`src/hw/dram_training_pkg.sv`:
```
// Constants for the training FIFO and interval oscillator block.
package dram_training_pkg;
    localparam int unsigned FIFO_DEPTH  = 5;
    localparam int unsigned BURST_LEN   = 16;
    localparam int unsigned DQ_WIDTH    = 16;
    localparam int unsigned PTR_W       = 3;
    localparam int unsigned LAT_W       = 6;
    localparam logic [6:0]  OP_RD_FIFO  = 7'h41;
    localparam logic [6:0]  OP_WR_FIFO  = 7'h47;
    localparam logic [6:0]  OP_OSC_GO   = 7'h4b;
    localparam logic [6:0]  OP_OSC_STOP = 7'h4d;
    localparam logic [PTR_W-1:0] PTR_RESET   = 3'h0;
    localparam logic [PTR_W-1:0] PTR_LAST    = 3'h4;
    localparam logic [15:0] OSC_MAX     = 16'hffff;
    localparam logic [15:0] OSC_RESET   = 16'h0000;
    localparam logic [7:0]  TIMER_OFF   = 8'h00;
    localparam logic [4:0]  BEAT_LAST   = 5'h0f;
    // Stop-to-readout wait, enforced by the controller.
    localparam int unsigned OSC_READOUT_NS   = 40;
    localparam int unsigned OSC_READOUT_CK   = 8;
    localparam int unsigned CLK_PERIOD_NS    = 10;
    localparam int unsigned OSC_READOUT_CYC  =
        ((OSC_READOUT_NS + CLK_PERIOD_NS - 1) / CLK_PERIOD_NS > OSC_READOUT_CK) ?
        (OSC_READOUT_NS + CLK_PERIOD_NS - 1) / CLK_PERIOD_NS : OSC_READOUT_CK;
    typedef enum logic [1:0] {
        OSC_IDLE = 2'b00,
        OSC_RUN  = 2'b01
    } osc_state_t;
endpackage : dram_training_pkg

```
`src/hw/dram_training_fifo_dqs_osc.sv`:
```
// Training FIFO and DQS interval oscillator of the memory device.
`timescale 1ns/1ps
`default_nettype none
module dram_training_fifo_dqs_osc (
    input  wire logic                                  core_clk_i,
    input  wire logic                                  rst_n_i,
    input  wire logic                                  multi_purpose_command_i,
    input  wire logic [6:0]                            mpc_op_i,
    input  wire logic                                  cas2_i,
    input  wire logic [dram_training_pkg::LAT_W-1:0]   read_latency_i,
    input  wire logic [dram_training_pkg::LAT_W-1:0]   write_latency_i,
    input  wire logic [dram_training_pkg::DQ_WIDTH-1:0] dq_i,
    input  wire logic [1:0]                            mask_inversion_pins_i,
    input  wire logic                                  write_bus_inversion_enable_i,
    input  wire logic                                  read_bus_inversion_enable_i,
    input  wire logic                                  data_mask_enable_i,
    input  wire logic [7:0]                            oscillator_run_timer_i,
    input  wire logic                                  replica_tick_i,
    output logic [dram_training_pkg::DQ_WIDTH-1:0]     dq_o,
    output logic                                       dq_oe_n_o,
    output logic [1:0]                                 mask_inversion_pins_o,
    output logic                                       mask_inversion_oe_n_o,
    output logic                                       termination_on_o,
    output logic [7:0]                                 oscillator_count_low_o,
    output logic [7:0]                                 oscillator_count_high_o,
    output logic                                       oscillator_running_o
);
    import dram_training_pkg::*;

    // ************************************************************
    // Command decode
    // ************************************************************
    logic [6:0]              pend_op;
    logic                    pend_valid;
    logic                    rd_cmd;
    logic                    wr_cmd;
    logic                    osc_go;
    logic                    osc_stop_cmd;

    // Data commands wait for the following column command; oscillator ones act at once.
    always_ff @(posedge core_clk_i or negedge rst_n_i) begin
        if (!rst_n_i) begin
            pend_op    <= 7'h00;
            pend_valid <= 1'b0;
        end else begin
            pend_valid <= multi_purpose_command_i && (mpc_op_i == OP_RD_FIFO || mpc_op_i == OP_WR_FIFO);
            pend_op    <= mpc_op_i;
        end
    end

    assign rd_cmd       = pend_valid && cas2_i && (pend_op == OP_RD_FIFO);
    assign wr_cmd       = pend_valid && cas2_i && (pend_op == OP_WR_FIFO);
    assign osc_go       = multi_purpose_command_i && (mpc_op_i == OP_OSC_GO);
    assign osc_stop_cmd = multi_purpose_command_i && (mpc_op_i == OP_OSC_STOP);

    // ************************************************************
    // Latency shift lines
    // ************************************************************
    // One bit per cycle of latency; a burst starts when its bit reaches the chosen tap.
    logic [63:0] rd_line;
    logic [63:0] wr_line;
    logic        rd_start;
    logic        wr_start;

    always_ff @(posedge core_clk_i or negedge rst_n_i) begin
        if (!rst_n_i) begin
            rd_line <= 64'h0;
            wr_line <= 64'h0;
        end else begin
            rd_line <= {rd_line[62:0], rd_cmd};
            wr_line <= {wr_line[62:0], wr_cmd};
        end
    end

    assign rd_start = rd_line[read_latency_i];
    assign wr_start = wr_line[write_latency_i];

    // ************************************************************
    // FIFO storage and pointers
    // ************************************************************
    logic [DQ_WIDTH-1:0] fifo_mem [FIFO_DEPTH][BURST_LEN];
    logic [1:0]          mask_mem [FIFO_DEPTH][BURST_LEN];
    logic [PTR_W-1:0]    wr_ptr;
    logic [PTR_W-1:0]    rd_ptr;
    logic [PTR_W-1:0]    wr_entry;
    logic [PTR_W-1:0]    rd_entry;
    logic [4:0]          wr_beat;
    logic [4:0]          rd_beat;
    logic                wr_busy;
    logic                rd_busy;

    always_ff @(posedge core_clk_i or negedge rst_n_i) begin
        if (!rst_n_i) begin
            wr_ptr <= PTR_RESET;
            rd_ptr <= PTR_RESET;
        end else begin
            if (wr_cmd) begin
                wr_ptr <= (wr_ptr == PTR_LAST) ? PTR_RESET : wr_ptr + 3'h1;
            end
            if (rd_cmd) begin
                rd_ptr <= (rd_ptr == PTR_LAST) ? PTR_RESET : rd_ptr + 3'h1;
            end
        end
    end

    // Write burst capture; back-to-back bursts restart the beat count seamlessly.
    always_ff @(posedge core_clk_i or negedge rst_n_i) begin
        if (!rst_n_i) begin
            wr_busy  <= 1'b0;
            wr_beat  <= 5'h00;
            wr_entry <= PTR_RESET;
        end else if (wr_start) begin
            wr_busy  <= 1'b1;
            wr_beat  <= 5'h01;
            wr_entry <= wr_entry;
        end else if (wr_busy) begin
            wr_busy <= (wr_beat != BEAT_LAST);
            wr_beat <= wr_beat + 5'h01;
            if (wr_beat == BEAT_LAST) begin
                wr_entry <= (wr_entry == PTR_LAST) ? PTR_RESET : wr_entry + 3'h1;
            end
        end
    end

    // Storage has no reset, so entries never written read back undefined.
    always_ff @(posedge core_clk_i) begin
        if (wr_start) begin
            fifo_mem[wr_entry][0] <= dq_i;
            mask_mem[wr_entry][0] <= mask_inversion_pins_i;
        end else if (wr_busy) begin
            fifo_mem[wr_entry][wr_beat[3:0]] <= dq_i;
            mask_mem[wr_entry][wr_beat[3:0]] <= mask_inversion_pins_i;
        end
    end

    // Read bursts never modify storage.
    always_ff @(posedge core_clk_i or negedge rst_n_i) begin
        if (!rst_n_i) begin
            rd_busy  <= 1'b0;
            rd_beat  <= 5'h00;
            rd_entry <= PTR_RESET;
        end else if (rd_start) begin
            rd_busy  <= 1'b1;
            rd_beat  <= 5'h01;
            rd_entry <= rd_entry;
        end else if (rd_busy) begin
            rd_busy <= (rd_beat != BEAT_LAST);
            rd_beat <= rd_beat + 5'h01;
            if (rd_beat == BEAT_LAST) begin
                rd_entry <= (rd_entry == PTR_LAST) ? PTR_RESET : rd_entry + 3'h1;
            end
        end
    end

    logic mask_drive;
    assign mask_drive = write_bus_inversion_enable_i || read_bus_inversion_enable_i || data_mask_enable_i;

    always_ff @(posedge core_clk_i or negedge rst_n_i) begin
        if (!rst_n_i) begin
            dq_o                  <= '0;
            dq_oe_n_o             <= 1'b1;
            mask_inversion_pins_o <= 2'h0;
            mask_inversion_oe_n_o <= 1'b1;
        end else if (rd_start || rd_busy) begin
            dq_o                  <= fifo_mem[rd_entry][rd_start ? 4'h0 : rd_beat[3:0]];
            dq_oe_n_o             <= 1'b0;
            mask_inversion_pins_o <= mask_mem[rd_entry][rd_start ? 4'h0 : rd_beat[3:0]];
            mask_inversion_oe_n_o <= !mask_drive;
        end else begin
            dq_oe_n_o             <= 1'b1;
            mask_inversion_oe_n_o <= 1'b1;
        end
    end

    // Termination is registered from the write capture window, so it trails write latency by one cycle.
    always_ff @(posedge core_clk_i or negedge rst_n_i) begin
        if (!rst_n_i) begin
            termination_on_o <= 1'b0;
        end else begin
            termination_on_o <= wr_start || wr_busy;
        end
    end

    // ************************************************************
    // Interval oscillator
    // ************************************************************
    osc_state_t  osc_state;
    logic [15:0] osc_count;
    logic [7:0]  run_clocks;
    logic        tick_meta;
    logic        tick_sync;
    logic        tick_prev;
    logic        osc_end;

    // The replica ring runs asynchronously, so its tick is synchronised first.
    always_ff @(posedge core_clk_i or negedge rst_n_i) begin
        if (!rst_n_i) begin
            tick_meta <= 1'b0;
            tick_sync <= 1'b0;
            tick_prev <= 1'b0;
        end else begin
            tick_meta <= replica_tick_i;
            tick_sync <= tick_meta;
            tick_prev <= tick_sync;
        end
    end

    assign osc_end = (osc_state == OSC_RUN) &&
                     ((oscillator_run_timer_i == TIMER_OFF) ? osc_stop_cmd
                                                             : (run_clocks == oscillator_run_timer_i));

    always_ff @(posedge core_clk_i or negedge rst_n_i) begin
        if (!rst_n_i) begin
            osc_state  <= OSC_IDLE;
            osc_count  <= OSC_RESET;
            run_clocks <= 8'h00;
        end else begin
            case (osc_state)
                OSC_IDLE: begin
                    if (osc_go) begin
                        osc_state  <= OSC_RUN;
                        osc_count  <= OSC_RESET;
                        run_clocks <= 8'h01;
                    end
                end
                OSC_RUN: begin
                    if (osc_end) begin
                        osc_state <= OSC_IDLE;
                    end else begin
                        run_clocks <= run_clocks + 8'h01;
                        if (tick_sync && !tick_prev && osc_count != OSC_MAX) begin
                            osc_count <= osc_count + 16'h0001;
                        end
                    end
                end
                default: begin
                    osc_state <= OSC_IDLE;
                end
            endcase
        end
    end

    always_ff @(posedge core_clk_i or negedge rst_n_i) begin
        if (!rst_n_i) begin
            oscillator_count_low_o  <= 8'h00;
            oscillator_count_high_o <= 8'h00;
        end else if (osc_end) begin
            oscillator_count_low_o  <= osc_count[7:0];
            oscillator_count_high_o <= osc_count[15:8];
        end
    end

    assign oscillator_running_o = (osc_state == OSC_RUN);

    // ************************************************************
    // Checks
    // ************************************************************
    AST_PTR_WRAP: assert property (@(posedge core_clk_i) disable iff (!rst_n_i)
        rd_cmd && rd_ptr == PTR_LAST |=> rd_ptr == PTR_RESET) else $error("read pointer did not wrap");
    AST_PTR_RANGE: assert property (@(posedge core_clk_i) disable iff (!rst_n_i)
        wr_ptr <= PTR_LAST && rd_ptr <= PTR_LAST) else $error("pointer out of range");
    AST_SATURATE: assert property (@(posedge core_clk_i) disable iff (!rst_n_i)
        osc_count == OSC_MAX && osc_state == OSC_RUN |=> osc_count == OSC_MAX) else $error("counter wrapped");
    AST_CLEAR: assert property (@(posedge core_clk_i) disable iff (!rst_n_i)
        osc_go && osc_state == OSC_IDLE |=> osc_count == OSC_RESET && oscillator_running_o) else $error("no clear");
    AST_STORE: assert property (@(posedge core_clk_i) disable iff (!rst_n_i)
        osc_end |=> {oscillator_count_high_o, oscillator_count_low_o} == $past(osc_count)) else $error("not stored");
    AST_AUTO_STOP: assert property (@(posedge core_clk_i) disable iff (!rst_n_i)
        oscillator_running_o && oscillator_run_timer_i != TIMER_OFF && run_clocks == oscillator_run_timer_i
        |=> !oscillator_running_o) else $error("timer stop missed");
    AST_MANUAL: assert property (@(posedge core_clk_i) disable iff (!rst_n_i)
        oscillator_running_o && oscillator_run_timer_i == TIMER_OFF && !osc_stop_cmd
        |=> oscillator_running_o) else $error("stopped without command");
    AST_MASK_DRIVE: assert property (@(posedge core_clk_i) disable iff (!rst_n_i)
        !dq_oe_n_o && mask_drive && $stable(mask_drive) |-> !mask_inversion_oe_n_o) else $error("mask pins idle");
    AST_READ_LAT: assert property (@(posedge core_clk_i) disable iff (!rst_n_i)
        rd_start |=> !dq_oe_n_o [*8]) else $error("burst short");
endmodule : dram_training_fifo_dqs_osc
`default_nettype wire

```
`config.mk`:
```
export PLATFORM = sky130hd
export DESIGN_NAME = dram_training_fifo_dqs_osc
export DESIGN_NICKNAME = d
export VERILOG_FILES = /design/src/hw/dram_training_pkg.sv /design/src/hw/dram_training_fifo_dqs_osc.sv
export SDC_FILE = /design/constraint.sdc
export NUM_CORES = 2
export LEC_CHECK = 0
export BUFFER_PORTS_ARGS = -buffer_cell sky130_fd_sc_hd__buf_2
export CAP_MARGIN = 30
export CORE_UTILIZATION = 62
export DETAILED_ROUTE_END_ITERATION = 16
export GPL_ROUTABILITY_DRIVEN = 1
export PLACE_DENSITY = 0.79
export SLEW_MARGIN = 10
export SYNTH_ARGS = -nofsm -noshare
export SYNTH_HDL_FRONTEND = slang
export SYNTH_SLANG_ARGS = --single-unit
```
`constraint.sdc`:
```
create_clock -name core_clk_i -period 4.25 [get_ports core_clk_i]
set_input_delay 0.6375 -clock core_clk_i [delete_from_list [all_inputs] [get_ports core_clk_i]]
set_output_delay 0.6375 -clock core_clk_i [all_outputs]
set_load 0.005 [all_outputs]
```
==> flow_summary.ini <==
[drt]
drc_errors = 0
first_pass_iters = 6
vias = 34300
drtAntennaViolNets = 0
top_layer = met5
wl_per_cell_um = 31.0
wl_met3_um = 16900
vias_per_cell = 6.69
wl_met2_um = 77000
routed_wl_um = 159000
detail_route.iter0.violations = 4917
wl_met1_um = 58300

[cts]
cts_tree = built
clockRootBuffer = clkbuf_16
cts_buffer_depth = 3
clock-sinks = 1659
ctsResizeCount = 0
cts_inserted_buffers = 158
insertion_delay_ns = 0.77
ctsHtreeMaxLevel = 4
path_clk_slew_ns = 0.06
hold_buffers = 8
post_cts_buffers = 0

[global_routing]
grt_overflow = 0
grt_max_degree = 123
grt_pass1_wl_um = 232000
grtUsageTotal = 0.312
antenna_found_initial = 8
grt_pass1_vias = 34500

[logic_synthesis]
synth_nets = 3413
avgSynthCellArea_um2 = 19.1
synth-edff-count = 1440
synth_most_common_cell = edfxtp_1
synthArstFlopShare = 0.132
ys_ff_latch = 1659
synthTopCellsByCount = edfxtp_1, mux4_2, nand2_1
ys.flop_type = edfxtp_1
syn_area_um2 = 63900
ys_warn_count = 0
synth_area_leaders = edfxtp_1, mux4_2, dfrtp_1, mux2i_1, nand3_1
synthCells = 3347
synth_top_cell_area_share = 0.677
synth_top_area_cell = edfxtp_1
synth_cell_type_count = 72
ys_seq_area_frac = 0.762

[die]
die_y_um = 323
start_util = 0.626
die_w_um = 323
ios = 91
die-area_um2 = 104000
row_count = 117
core_region_area_um2 = 102000

[worst_setup_path]
rr_worst_depth = 11
crit_required_ns = 4.89
crit_type = flip-flop to flip-flop
startpoint_type = flip-flop
cp-end-kind = flip-flop
cp.arrival_ns = 4.32
r2r_end = dq_o[5]
r2r_start = rd_line[47]
critPathMaxFanout = 11
rrSetupSlack_ns = 0.57

[power]
p_seq_frac = 0.454
p_int_mw = 29.3
combPwrFrac = 0.196
p_sw_mw = 10.9
p_sw_frac = 0.271
leakagePower_nw = 24.5
p_clk_frac = 0.350
p_per_area_nw_per_um2 = 551
ir_worst_vdd_uv = 454

[timing]
period_minus_slack_ns = 3.68
fin_worst_skew_ns = 0.0359
finalMaxSlewViolations = 0
relSlewSlack = 0.254
fmax_mhz = 272
hold_violations = 13
worst_pin_slew_ns = 1.11
rsz0062_at_grt = no
setup_tns_ns = 0
setup_viol = 0
holdWs_ns = -0.0252
fin_crit_sh = 0.865

[layout]
final_area_um2 = 73100
post_route_cells_drive_above_1_share = 0.245
nets = 3698
area_growth_pct = 14.3
fill_cells = 5761

[status]
violations = hold timing
status = complete, but fails checks

[placed_design]
place_area_um2 = 67700
gp_congestion = 0.913
portBuffers = 90
place_hpwl_um = 94600

[flow_run]
drv_cap = 0

[min_path]
hold_class = primary input to async pin
layout by cell type (no fill, tap or decap), types with 10 or more instances in the layout:
master and n:
nor2_2 17, a21oi_1 59, buf_4 143, a2111oi_0 17, buf_2 83, nand2_1 257, o22a_1 16, clkbuf_1 33
a22oi_1 22, nor3_1 12, or3_1 10, o211ai_1 81, nor2b_1 10, bufinv_16 15, xor2_1 14, nor2_1 134
nand3_1 200, buf_12 67, mux4_2 317, a211oi_1 22, mux2_2 35, clkinv_1 27, dfrtp_1 214, ha_1 13
and3_1 11, edfxtp_1 1440, clkbuf_16 165, nand4_1 23, mux2i_1 108, inv_1 20, o21ai_0 20, clkinv_2 26
final cells by class:
| cell class | instances | area [µm²] | area share |
|---|---|---|---|
| clock inverter | 81 | 805 | 0.0110 |
| clock buffer | 209 | 4390 | 0.0601 |
| antenna | 1 | 2.50 | 0.0000343 |
| tap | 1368 | 1710 | 0.0234 |
| timing repair buffer | 307 | 3060 | 0.0419 |
| sequential | 1659 | 48700 | 0.667 |
| multi-input combinational | 1486 | 14300 | 0.195 |
| inverter | 20 | 75.1 | 0.00103 |
worst max-delay path by stage:
stage	start	endpoint	slack [ns]	cells after the start
finish	rd_line[47]	dq_o[5]	0.57	11
global route	rd_line[7]	dq_o[5]	0.41	13
CTS	rd_line[47]	dq_o[5]	0.63	11
detailed placement	read_latency_i[0]	dq_o[5]	0.04	14
global placement	read_latency_i[0]	dq_o[4]	0.14	14
floorplan	write_latency_i[0]	fifo_mem[2][112]	-0.01	11
sequential cells by signal, indices dropped and copies added, names as in the netlist, 2 cells and up:
register / cells
wr_entry: 3
rd_entry: 3
run_clocks: 8
osc_count: 16
fifo_mem: 1280
dq_o: 16
mask_mem: 160
oscillator_count_high_o: 8
rd_beat: 5
rd_line: 64
mask_inversion_pins_o: 2
oscillator_count_low_o: 8
wr_line: 64
pend_op: 7
wr_beat: 5
layer usage:
layer	global-route usage	vias to the layer above
met5	0	-
met3	0.0604	366
li1	-	14000
met2	0.492	2233
met1	0.434	17700
met4	0.132	8
stage by stage:
step	total power, mW	hold slack [ns]	util	setup WS (ns)	cells
floorplan	23.2	0.331	-	-0.0140	3347
global placement	26.2	0.346	0.662	0.135	4825
detailed placement	26.3	0.346	0.663	0.0424	4829
CTS	40.3	0.000191	0.715	0.625	5127
global route	41.3	0.0108	0.716	0.408	5130
finish	40.2	-0.0252	0.716	0.574	5131
worst max-delay path: stages, from the launching register on:
cell       delay (ns)
dfrtp_1          0.39
mux4_2           0.50
mux2_2           0.33
o2111ai_2        0.31
nand3_4          0.20
buf_4            0.29
mux2i_1          0.18
buf_4            0.16
o211ai_1         0.08
a2111oi_0        0.83
buf_4            0.23
a211oi_1         0.06
kinds of logic (layout without fill, tap and decap cells):
logic type / count (synthesis) / after routing / synth area share
AOI/OAI and AO/OA: 274 / 274 / 0.0308
DFF: 1659 / 1659 / 0.762
xor gates and xnor gates: 23 / 23 / 0.00315
buffers and inverters: 202 / 617 / 0.0153
and+or+nand+nor: 712 / 712 / 0.0502
other: 0 / 1 / 0
muxes: 464 / 464 / 0.136
adders and majority gates: 13 / 13 / 0.00255
power groups by stage:
stage / logic, mW / registers [mW] / clock network (mW)
final: 7.89 / 18.3 / 14.1
after global routing: 8.22 / 18.3 / 14.8
after CTS: 7.83 / 18.2 / 14.2
after detailed placement: 7.72 / 18.6 / 0
after global placement: 7.59 / 18.6 / 0
after floorplan: 4.89 / 18.3 / 0
No activity file was read; power rests on OpenSTA's default activity.
